### src/shared/dbgtc_consts.vh
// Register map, field positions and encodings of the debug trigger and trace controller
`ifndef DBGTC_CONSTS_VH
`define DBGTC_CONSTS_VH
`define DBGTC_OFF_CTRL 4'h0
`define DBGTC_OFF_TRIG 4'h4
`define DBGTC_OFF_STAT 4'h8
`define DBGTC_OFF_FIFO 4'hc
`define DBGTC_CTRL_EN 0
`define DBGTC_CTRL_ARM 1
`define DBGTC_CTRL_BREAKPOINT_REQUEST_ENABLE 2
`define DBGTC_CTRL_TAG 3
`define DBGTC_CTRL_RW_QUAL_A_ENABLE 4
`define DBGTC_CTRL_RWA 5
`define DBGTC_CTRL_RW_QUAL_B_ENABLE 6
`define DBGTC_CTRL_RWB 7
`define DBGTC_TRIG_MODE_LO 0
`define DBGTC_TRIG_BEGIN 6
`define DBGTC_TRIG_SRC 7
`define DBGTC_STAT_CNT_LO 0
`define DBGTC_STAT_BF 5
`define DBGTC_STAT_AF 6
`define DBGTC_STAT_RUN_ACTIVE_FLAG 7
`define DBGTC_MODE_A_ONLY 4'h0
`define DBGTC_MODE_A_OR_B 4'h1
`define DBGTC_MODE_A_THEN_B 4'h2
`define DBGTC_MODE_EVT_B 4'h3
`define DBGTC_MODE_A_THEN_EVT_B 4'h4
`define DBGTC_MODE_A_AND_B 4'h5
`define DBGTC_MODE_A_NOT_B 4'h6
`define DBGTC_MODE_INSIDE 4'h7
`define DBGTC_MODE_OUTSIDE 4'h8
`define DBGTC_FIFO_DEPTH 8
`define DBGTC_CNT_W 4
`define DBGTC_RESP_OKAY 2'h0
`define DBGTC_RESP_SLVERR 2'h2
`endif

### src/core/dbgtc_top.v
// Debug trigger and trace controller with AXI4-Lite registers and breakpoint requests
//
// The address map and the AXI4-Lite interface to the registers are this design's own decisions.
`timescale 1ns/1ns
`default_nettype none
`include "dbgtc_consts.vh"
module dbgtc_top
(
  input wire aclk,
  input wire aresetn,
  input wire clk_en,
  input wire [3:0] s_axi_awaddr,
  input wire s_axi_awvalid,
  output reg s_axi_awready,
  input wire [31:0] s_axi_wdata,
  input wire [3:0] s_axi_wstrb,
  input wire s_axi_wvalid,
  output reg s_axi_wready,
  output reg [1:0] s_axi_bresp,
  output reg s_axi_bvalid,
  input wire s_axi_bready,
  input wire [3:0] s_axi_araddr,
  input wire s_axi_arvalid,
  output reg s_axi_arready,
  output reg [31:0] s_axi_rdata,
  output reg [1:0] s_axi_rresp,
  output reg s_axi_rvalid,
  input wire s_axi_rready,
  input wire cmp_a_match,
  input wire cmp_b_match,
  input wire bus_rw,
  input wire [7:0] bus_data,
  input wire fetch_tag_load,
  input wire exec_start,
  input wire instr_done,
  input wire cof_valid,
  input wire [15:0] cof_addr,
  output reg brk_tag_req,
  output reg background_entry_opcode_req,
  output reg irq
);
  reg [7:0] ctrl;
  reg [7:0] trig;
  reg run_active_flag;
  reg af;
  reg bf;
  reg [3:0] cnt;
  reg [15:0] fifo_mem [0:7];
  reg [2:0] wr_ptr;
  reg [2:0] rd_ptr;
  reg a_seen;
  reg capturing;
  reg force_pend;
  reg [1:0] irq_stat;
  reg [1:0] irq_en;
  reg [3:0] aw_addr;
  reg aw_have;
  reg [31:0] w_data;
  reg [3:0] w_strb;
  reg w_have;
  // Each tracker is a tag pipeline one entry per queue slot
  reg [1:0] trk_a;
  reg [1:0] trk_b;

  function [7:0] dbgtc_merge;
    input [7:0] old;
    input [31:0] data;
    input [3:0] strb;
    begin
      dbgtc_merge = strb[0] ? data[7:0] : old;
    end
  endfunction

  function dbgtc_rwq;
    input match;
    input qen;
    input qval;
    input rw;
    begin
      dbgtc_rwq = match && (!qen || (qval == rw));
    end
  endfunction

  function ta_load;
    input m;
    begin
      ta_load = m && fetch_tag_load;
    end
  endfunction

  wire [3:0] mode = trig[3:0];
  wire src_tag = trig[`DBGTC_TRIG_SRC];
  wire evt_only = (mode == `DBGTC_MODE_EVT_B) || (mode == `DBGTC_MODE_A_THEN_EVT_B);
  wire begin_sel = trig[`DBGTC_TRIG_BEGIN] || evt_only;
  wire qa = dbgtc_rwq(cmp_a_match, ctrl[`DBGTC_CTRL_RW_QUAL_A_ENABLE], ctrl[`DBGTC_CTRL_RWA], bus_rw);
  wire qb = dbgtc_rwq(cmp_b_match, ctrl[`DBGTC_CTRL_RW_QUAL_B_ENABLE], ctrl[`DBGTC_CTRL_RWB], bus_rw);
  // Tag mode takes the match only when the tagged opcode reaches execution
  wire ta = src_tag ? (exec_start && trk_a[1]) : qa;
  wire tb = src_tag ? (exec_start && trk_b[1]) : qb;
  reg trig_hit;
  always @*
  begin
    case (mode)
      `DBGTC_MODE_A_ONLY: trig_hit = ta;
      `DBGTC_MODE_A_OR_B: trig_hit = ta || tb;
      `DBGTC_MODE_A_THEN_B: trig_hit = a_seen && tb;
      `DBGTC_MODE_EVT_B: trig_hit = tb;
      `DBGTC_MODE_A_THEN_EVT_B: trig_hit = a_seen && tb;
      `DBGTC_MODE_A_AND_B: trig_hit = ta && tb;
      `DBGTC_MODE_A_NOT_B: trig_hit = ta && !tb;
      `DBGTC_MODE_INSIDE: trig_hit = ta && tb;
      `DBGTC_MODE_OUTSIDE: trig_hit = ta ^ tb;
      default: trig_hit = 1'b0;
    endcase
  end

  wire fifo_full = (cnt == 4'h8);
  wire evt_store = evt_only && tb;
  wire store_ok = evt_only ? evt_store : cof_valid;
  wire [15:0] store_word = evt_only ? {8'h00, bus_data} : cof_addr;
  wire do_store = run_active_flag && store_ok && (begin_sel ? (capturing || trig_hit) : 1'b1);
  wire fire = run_active_flag && trig_hit;
  wire brk_on = ctrl[`DBGTC_CTRL_BREAKPOINT_REQUEST_ENABLE] && run_active_flag;
  wire wr_go = aw_have && w_have && !s_axi_bvalid;
  wire wr_ctrl = wr_go && (aw_addr == `DBGTC_OFF_CTRL) && w_strb[0];
  wire wr_trig = wr_go && (aw_addr == `DBGTC_OFF_TRIG) && w_strb[0];
  wire wr_irq = wr_go && (aw_addr == `DBGTC_OFF_STAT) && w_strb[0];
  wire [7:0] next_ctrl = dbgtc_merge(ctrl, w_data, w_strb);
  wire arm_write = wr_ctrl && next_ctrl[`DBGTC_CTRL_ARM] && next_ctrl[`DBGTC_CTRL_EN];
  wire stop_write = wr_ctrl && !(next_ctrl[`DBGTC_CTRL_ARM] && next_ctrl[`DBGTC_CTRL_EN]);
  wire rd_fifo = s_axi_arvalid && s_axi_arready && (s_axi_araddr == `DBGTC_OFF_FIFO);
  wire pop = rd_fifo && !run_active_flag && (cnt != 4'h0);
  wire run_end = begin_sel ? (do_store && cnt == 4'h7) : fire;

  wire [31:0] stat_word = {
    14'h0000,
    irq_en,
    6'h00,
    irq_stat,
    run_active_flag,
    af,
    bf,
    1'b0,
    cnt
  };

  // Queue trackers: a fetch shifts in the qualified match, execution examines slot 1
  always @(posedge aclk)
  begin
    if (!aresetn)
    begin
      trk_a <= 2'h0;
      trk_b <= 2'h0;
    end
    else if (clk_en)
    begin
      // Only fetches move the queue, so a tag stays aligned with its own opcode
      if (fetch_tag_load)
      begin
        trk_a <= {trk_a[0], ta_load(qa)};
        trk_b <= {trk_b[0], ta_load(qb)};
      end
    end
  end

  // Configuration registers
  always @(posedge aclk)
  begin
    if (!aresetn)
    begin
      ctrl <= 8'h00;
      trig <= 8'h00;
      irq_en <= 2'h0;
    end
    else if (clk_en)
    begin
      if (wr_trig)
        trig <= dbgtc_merge(trig, w_data, w_strb);
      if (wr_ctrl)
        ctrl <= next_ctrl;
      if (wr_go && aw_addr == `DBGTC_OFF_STAT && w_strb[1])
        irq_en <= w_data[9:8];
    end
  end

  // Run control, hit flags and capture FIFO
  always @(posedge aclk)
  begin
    if (!aresetn)
    begin
      run_active_flag <= 1'b0;
      af <= 1'b0;
      bf <= 1'b0;
      a_seen <= 1'b0;
      capturing <= 1'b0;
      cnt <= 4'h0;
      wr_ptr <= 3'h0;
      rd_ptr <= 3'h0;
    end
    else if (clk_en)
    begin
      if (run_active_flag && ta)
      begin
        af <= 1'b1;
        a_seen <= 1'b1;
      end
      if (run_active_flag && tb)
        bf <= 1'b1;
      if (fire)
        capturing <= 1'b1;
      // A full circular FIFO drops its oldest word to keep the newest
      if (do_store)
      begin
        fifo_mem[wr_ptr] <= store_word;
        wr_ptr <= wr_ptr + 3'h1;
        if (!fifo_full)
          cnt <= cnt + 4'h1;
        else
          rd_ptr <= rd_ptr + 3'h1;
      end
      else if (pop)
      begin
        rd_ptr <= rd_ptr + 3'h1;
        cnt <= cnt - 4'h1;
      end
      if (run_active_flag && run_end)
        run_active_flag <= 1'b0;
      if (stop_write)
        run_active_flag <= 1'b0;
      if (arm_write)
      begin
        run_active_flag <= 1'b1;
        af <= 1'b0;
        bf <= 1'b0;
        cnt <= 4'h0;
        wr_ptr <= 3'h0;
        rd_ptr <= 3'h0;
        a_seen <= 1'b0;
        capturing <= 1'b0;
      end
    end
  end

  // Breakpoint requests towards the CPU
  always @(posedge aclk)
  begin
    if (!aresetn)
    begin
      force_pend <= 1'b0;
      brk_tag_req <= 1'b0;
      background_entry_opcode_req <= 1'b0;
    end
    else if (clk_en)
    begin
      // Tag request is registered one cycle after the trigger fires, not tied to a fetch; force waits for instruction end
      brk_tag_req <= brk_on && ctrl[`DBGTC_CTRL_TAG] && fire;
      if (brk_on && !ctrl[`DBGTC_CTRL_TAG] && fire)
        force_pend <= 1'b1;
      else if (instr_done)
        force_pend <= 1'b0;
      background_entry_opcode_req <= (force_pend && instr_done) ||
        (exec_start && brk_on && ctrl[`DBGTC_CTRL_TAG] && src_tag && trig_hit);
    end
  end

  // Interrupt status and level output
  always @(posedge aclk)
  begin
    if (!aresetn)
    begin
      irq_stat <= 2'h0;
      irq <= 1'b0;
    end
    else if (clk_en)
    begin
      // Set wins over software clear
      irq_stat <= (irq_stat & ~(wr_irq ? w_data[1:0] : 2'h0)) |
        {fire, run_active_flag && run_end};
      irq <= |(irq_stat & irq_en);
    end
  end

  // Write address, write data and write response channels
  always @(posedge aclk)
  begin
    if (!aresetn)
    begin
      aw_have <= 1'b0;
      w_have <= 1'b0;
      aw_addr <= 4'h0;
      w_data <= 32'h0000_0000;
      w_strb <= 4'h0;
      s_axi_awready <= 1'b0;
      s_axi_wready <= 1'b0;
      s_axi_bvalid <= 1'b0;
      s_axi_bresp <= 2'h0;
    end
    else if (clk_en)
    begin
      s_axi_awready <= !aw_have && !s_axi_awready;
      s_axi_wready <= !w_have && !s_axi_wready;
      if (s_axi_awvalid && s_axi_awready)
      begin
        aw_have <= 1'b1;
        aw_addr <= s_axi_awaddr;
      end
      if (s_axi_wvalid && s_axi_wready)
      begin
        w_have <= 1'b1;
        w_data <= s_axi_wdata;
        w_strb <= s_axi_wstrb;
      end
      if (wr_go)
      begin
        aw_have <= 1'b0;
        w_have <= 1'b0;
        s_axi_bvalid <= 1'b1;
        s_axi_bresp <= (aw_addr[1:0] == 2'h0 && aw_addr != `DBGTC_OFF_FIFO) ?
          `DBGTC_RESP_OKAY : `DBGTC_RESP_SLVERR;
      end
      else if (s_axi_bvalid && s_axi_bready)
        s_axi_bvalid <= 1'b0;
    end
  end

  // Read address and read data channels
  always @(posedge aclk)
  begin
    if (!aresetn)
    begin
      s_axi_arready <= 1'b0;
      s_axi_rvalid <= 1'b0;
      s_axi_rdata <= 32'h0000_0000;
      s_axi_rresp <= 2'h0;
    end
    else if (clk_en)
    begin
      s_axi_arready <= !s_axi_rvalid && !s_axi_arready;
      if (s_axi_arvalid && s_axi_arready)
      begin
        s_axi_rvalid <= 1'b1;
        s_axi_rresp <= `DBGTC_RESP_OKAY;
        case (s_axi_araddr)
          `DBGTC_OFF_CTRL: s_axi_rdata <= {24'h000000, ctrl};
          `DBGTC_OFF_TRIG: s_axi_rdata <= {24'h000000, trig};
          `DBGTC_OFF_STAT: s_axi_rdata <= stat_word;
          `DBGTC_OFF_FIFO: s_axi_rdata <= {16'h0000, fifo_mem[rd_ptr]};
          default:
          begin
            s_axi_rdata <= 32'h0000_0000;
            s_axi_rresp <= `DBGTC_RESP_SLVERR;
          end
        endcase
      end
      else if (s_axi_rvalid && s_axi_rready)
        s_axi_rvalid <= 1'b0;
    end
  end
endmodule
`default_nettype wire

### config.mk
export PLATFORM = sky130hd
export DESIGN_NAME = dbgtc_top
export DESIGN_NICKNAME = d
export VERILOG_FILES = /design/src/core/dbgtc_top.v
export VERILOG_INCLUDE_DIRS = /design/src /design/src/shared
export SDC_FILE = /design/constraint.sdc
export NUM_CORES = 1
export LEC_CHECK = 0
export ABC_AREA = 1
export BUFFER_PORTS_ARGS = -buffer_cell sky130_fd_sc_hd__buf_2
export CAP_MARGIN = 30
export CORE_MARGIN = 2
export CORE_UTILIZATION = 41
export DETAILED_ROUTE_END_ITERATION = 8
export GPL_TIMING_DRIVEN = 0
export RECOVER_POWER = 100
export REMOVE_ABC_BUFFERS = 1
export SKIP_CTS_REPAIR_TIMING = 1
export SYNTH_ARGS = -nofsm -noshare
export SYNTH_HDL_FRONTEND = slang
export SYNTH_SLANG_ARGS = --single-unit
### constraint.sdc
create_clock -name aclk -period 3.8 [get_ports aclk]
set_input_delay 0 -clock aclk [delete_from_list [all_inputs] [get_ports aclk]]
set_output_delay 0 -clock aclk [all_outputs]
set_load 0.005 [all_outputs]
==> qor.csv, run 1 <==
metric;value;unit
clockBufferDepth;3;
regToRegSetupSlack;0.30;ns
rsz0062_at_grt;no;
globalplace.congestion;0.835;
die-area;23200;sq um
yosys_most_used_dff;edfxtp_1;
die_h;152;um
h-tree-depth;1;
synth_area_per_cell;9.94;sq um
start_kind;flip-flop;
antenna_found_initial;0;
crit_slowest_cell;o31ai_4;
insertion_delay;0.51;ns
fill_cells;2003;
grt.total_usage;18.8;%
dpl.cell_count;1251;
synth_edf_count;128;
drt-initial-drc-count;468;
pre_cts_slack;0.0945;ns
post-route-util;50.7;%
cts_num_sinks;216;
endpoint_kind;flip-flop;
tritoncts;yes;
drive_above_1_share;13.8;%
cts_buffers;23;
drc;0;
drv_slew;0;
holdWs;-0.0121;ns
ir_drop;0.306;mV
maxCapViolCount;1;
crit_chain;inv_2 -> o31ai_4 -> buf_8 -> o211ai_1 -> inv_2 -> nand2_4 -> nor2_4 -> inv_4 -> nor2_4 -> nand2_1 -> nor2_1 -> clkbuf_2;
pin_count;127;
clk_pin_slew_worst_paths;0.06;ns
viasPerCell;5.13;
coreArea;21800;sq um
skew;0.0147;ns
crit_family;buffers and inverters;
antenna_left;0;
grt_max_degree;50;
drt_wl_total;22.5;mm
period_minus_slack;3.50;ns
slowest_delay;0.57;ns
vias;6920;
cp_num_buf_inv;5;
violations;negative hold slack, max-capacitance violations;
die_w;152;um
powerDensity;439;nW/um^2
areaGrowthSynthToFinish;22.1;%
path_class;reg2reg;
yosysSeqAreaShare;62.0;%
r2r_cells;12;
wl_per_cell;16.7;um
p_total;4.84;mW
synth-async-reset-ratio;0;%
outcome;finished, violations left;
fmax;286;MHz
fin_setup_tns;0;ns
grt_pass1_wl;34.8;mm
tightest_slew;1.49;ns
hold_class;in2reg;
drt-pass1-iter-count;5;
fin_cells;1348;
hold_viol_final;5;
nets;1139;
setup_ws;0.302;ns
synth_cell_types;42;
leakagePower;4.03;nW
synth_area;9030;sq um
synth_seq_cells;216;
diodes;0;
critPathArrivalTime;3.66;ns
hold_depth;3;
setup_viol;0;
clock-root-buffer;clkbuf_16;
hpwl;14.3;mm
grt_overflow;0;
grt_pass1_vias;6434;
fin_crit_sh;92.0;%
start_util;41.5;%
critPathMaxFanout;11;
max_slew_margin;0.306;%
path_depth;12;
netlist_instances;909;
io_buffers;86;
cp.required;3.96;ns
rows;54;
yosys_warnings;0;
[placed cells by master (no fill, tap or decap), types with 11 or more instances in the layout]
cell type,instances
edfxtp_1,128
o21ai_0,121
nor2_1,111
nand2_1,107
dfxtp_1,87
a21oi_1,83
buf_2,74
inv_1,68
dlygate4sd3_1,53
nand3_1,33
clkbuf_16,23
o22ai_1,21
clkbuf_1,21
conb_1,16
o221ai_1,15
nand4_1,11
[stage by stage]
stage               hold slack (ns)  cell area (sq um)
floorplan                    0.0956               8820
global placement              0.279               9610
detailed placement            0.285               9880
CTS                          -0.244              10600
global route                 0.0431              11000
finish                      -0.0121              11000
[state kept, by name, indices dropped and copies added (netlist names), 3 cells and up, named ones only]
register     count
w_data          10
fifo_mem       128
s_axi_rdata     18
wr_ptr           3
aw_addr          4
trig             8
cnt              4
ctrl             8
rd_ptr           3
[worst reg2reg max path, delay by kind of cell (launching register included)]
kind | cells | cell delay, ns
buffers and inverters | 5 | 1.01
AO/OA/AOI/OAI | 2 | 0.68
AND/OR/NAND/NOR | 5 | 1.01
flip-flops | 1 | 0.44
[final timing paths]
| check | from | endpoint |
|---|---|---|
| max reg2reg | trig[0]$_SDFFE_PN0P_ | fifo_mem[2][7]$_DFFE_PP_ |
| max | trig[0]$_SDFFE_PN0P_ | fifo_mem[2][7]$_DFFE_PP_ |
| min | s_axi_awvalid | aw_have$_SDFFE_PN0P_ |
| min reg2reg | w_data[9]$_SDFFE_PN0P_ | w_data[9]$_SDFFE_PN0P_ |
[synthesized netlist by cell type, drive strengths merged, types with 9 or more instances]
master	number	area share (%)
nor3	11	0.61
inv	73	3.1
o211ai	9	0.75
o22ai	21	1.5
a21oi	83	4.6
clkbuf	34	1.4
nand2	110	4.8
o221ai	15	1.5
edfxtp	128	43
nand4	11	0.76
dfxtp	88	20
o21ai	121	6.7
nor2	114	4.9
nand3	34	2.1
buf	20	1.5
[metal layers]
| metal | part of all wire [%] | track usage [%] | up-vias |
|---|---|---|---|
| met1 | 45 | 25.4 | 3272 |
| met2 | 49 | 31.8 | 166 |
| met5 | 0 | 0 | - |
| met4 | 1.9 | 5.03 | 0 |
| met3 | 4.6 | 2.62 | 31 |
| li1 | - | - | 3451 |
[where the power goes]
group	switching (mW)	total [mW]	internal, mW
logic	0.102	0.184	0.0822
registers	0.00870	2.50	2.49
clock network	0.896	2.16	1.26
total	1.01	4.84	3.84
[cells by family (layout without fill, tap and decap cells)]
family                     after synthesis  after routing  share of synthesized area [%]
AOI/OAI and AO/OA                      259            259                           16.0
buffers and inverters                  131            275                           6.16
DFF                                    216            216                           62.0
and+or+nand+nor                        286            286                           13.7
adders and majority gates                5              5                          0.776
other                                    1             16                         0.0415
xor gates and xnor gates                 3              3                          0.291
muxes                                    8              8                          0.997
[layout make-up]
type	count	area [sq um]	area share, %
flip-flops and latches	216	5610	50.8
multi-input cells	577	2920	26.4
repair buffers	156	1130	10.3
clock buffers	32	649	5.89
well taps	280	350	3.18
inverters	77	292	2.64
clock inverters	10	82.6	0.749
(Power assumes the default switching activity.)
==> run 2: changes to the inputs <==
--- a/config.mk
+++ b/config.mk
@@ -8,11 +8,12 @@
 export LEC_CHECK = 0
 export ABC_AREA = 1
 export BUFFER_PORTS_ARGS = -buffer_cell sky130_fd_sc_hd__buf_2
-export CAP_MARGIN = 30
+export CAP_MARGIN = 20
 export CORE_MARGIN = 2
 export CORE_UTILIZATION = 41
 export DETAILED_ROUTE_END_ITERATION = 8
 export GPL_TIMING_DRIVEN = 0
+export HOLD_SLACK_MARGIN = 0.03
 export RECOVER_POWER = 100
 export REMOVE_ABC_BUFFERS = 1
 export SKIP_CTS_REPAIR_TIMING = 1
==> qor.csv, run 2 (synthesized netlist as in run 1, its figures left out) <==
metric;value;unit
clk_pin_slew_worst_paths;0.06;ns
grt_overflow;0;
fin_setup_tns;0;ns
h-tree-depth;1;
grt_pass1_vias;6441;
drt-pass1-iter-count;5;
drv_slew;0;
path_class;reg2reg;
die-area;23200;sq um
die_w;152;um
io_buffers;86;
hold_class;in2reg;
hold_depth;3;
vias;6915;
violations;negative hold slack;
ir_drop;0.298;mV
min-delay-start;s_axi_awvalid;
holdWs;-0.0104;ns
fill_cells;1987;
biggestRegsByFlops;fifo_mem x128, s_axi_rdata x18, w_data x10;
period_minus_slack;3.46;ns
r2r_cells;12;
clockBufferDepth;3;
p_total;4.95;mW
setup_viol;0;
powerDensity;446;nW/um^2
drt_wl_total;22.6;mm
maxCapViolCount;0;
drt-initial-drc-count;469;
antenna_found_initial;0;
hpwl;14.0;mm
postLayoutCellArea;11100;sq um
grt_max_degree;65;
leakagePower;4.04;nW
holdPathEnd;aw_addr[3]$_SDFFE_PN0P_;
fmax;289;MHz
drc;0;
placed_cell_area;9810;sq um
antenna_left;0;
reg2reg_from;trig[0]$_SDFFE_PN0P_;
skew;0.0201;ns
endpoint_kind;flip-flop;
tritoncts;yes;
globalplace.congestion;0.835;
rows;54;
wl_per_cell;16.8;um
largest_reg_flops;128;
regToRegSetupSlack;0.34;ns
pin_count;127;
viasPerCell;5.13;
final_common_cell;edfxtp_1;
start_util;41.5;%
areaGrowthSynthToFinish;22.8;%
tightest_slew;1.45;ns
outcome;finished, violations left;
nets;1139;
clock-root-buffer;clkbuf_16;
cp.required;4.01;ns
drive_above_1_share;14.0;%
critPathArrivalTime;3.68;ns
insertion_delay;0.52;ns
coreArea;21800;sq um
largest-register;fifo_mem;
rsz0062_at_grt;no;
diodes;0;
grt_pass1_wl;35.2;mm
critPathMaxFanout;13;
post-route-util;51.0;%
cts_buffers;23;
grt.total_usage;19.0;%
hold_viol_final;4;
r2r-end;fifo_mem[6][1]$_DFFE_PP_;
start_kind;flip-flop;
die_h;152;um
fin_crit_sh;91.2;%
max_slew_margin;3.06;%
final_cell_mix;128 x edfxtp_1, 121 x o21ai_0, 109 x nor2_1, 107 x nand2_1, 87 x dfxtp_1;
crit_path_start;trig[0]$_SDFFE_PN0P_;
cts_num_sinks;216;
-- run 2: changes by cell type in the layout (fill, tap and decap cells not counted), moves of 2 or more --
cell | before | now
dlygate4sd3_1 | 53 | 55
nor2_1 | 111 | 109
nor2_2 | 1 | 4
clkbuf_2 | 5 | 2
clkinv_1 | 6 | 4
buf_6 | 0 | 2
-- run 2: worst max path at each step --
stage,to,depth (start not counted)
after global routing,fifo_mem[1][1]$_DFFE_PP_,13
after CTS,fifo_mem[5][11]$_DFFE_PP_,12
after detailed placement,fifo_mem[5][14]$_DFFE_PP_,11
final,fifo_mem[6][1]$_DFFE_PP_,12
after floorplan,fifo_mem[4][0]$_DFFE_PP_,11
after global placement,fifo_mem[4][15]$_DFFE_PP_,10
-- run 2: metal layers --
metal	up-vias	wire, um	GRT usage [%]
li1	3449	-	-
met2	156	10800	31.6
met5	-	0	0
met4	0	540	6.22
met1	3267	10400	25.8
met3	43	997	2.59
-- run 2: through the flow --
stage | worst slack (ns) | instances
2_1_floorplan | 0.485 | 870
5_1_grt | 0.0783 | 1348
4_1_cts | -0.0700 | 1289
3_5_place_dp | -0.0658 | 1247
3_3_place_gp | -1.33 | 1236
6_report | 0.335 | 1348
-- run 2: cell type report --
type                    count  area [sq um]  share of cell area, %
repair buffers            156          1150                   10.4
multi-input cells         577          2930                   26.4
clock inverters             9           105                  0.947
clock buffers              33           663                   5.98
flip-flops and latches    216          5610                   50.5
well taps                 280           350                   3.16
inverters                  77           292                   2.63
-- run 2: power breakdown --
group,switching [mW],leakage [nW],internal [mW]
registers,0.00869,1.86,2.49
clock network,0.915,0.375,1.35
logic,0.102,1.80,0.0836
total,1.03,4.04,3.93
-- run 2: critical path: stages (launching register included) --
cell and delay [ns]:
dfxtp_1 0.44, inv_2 0.11, o31ai_4 0.60, buf_8 0.24, o211ai_1 0.09, inv_1 0.22
nand2_4 0.12, nor2_4 0.14, inv_4 0.06, nor2_1 0.15, nand2_1 0.21, nor2_1 0.56
buf_16 0.24
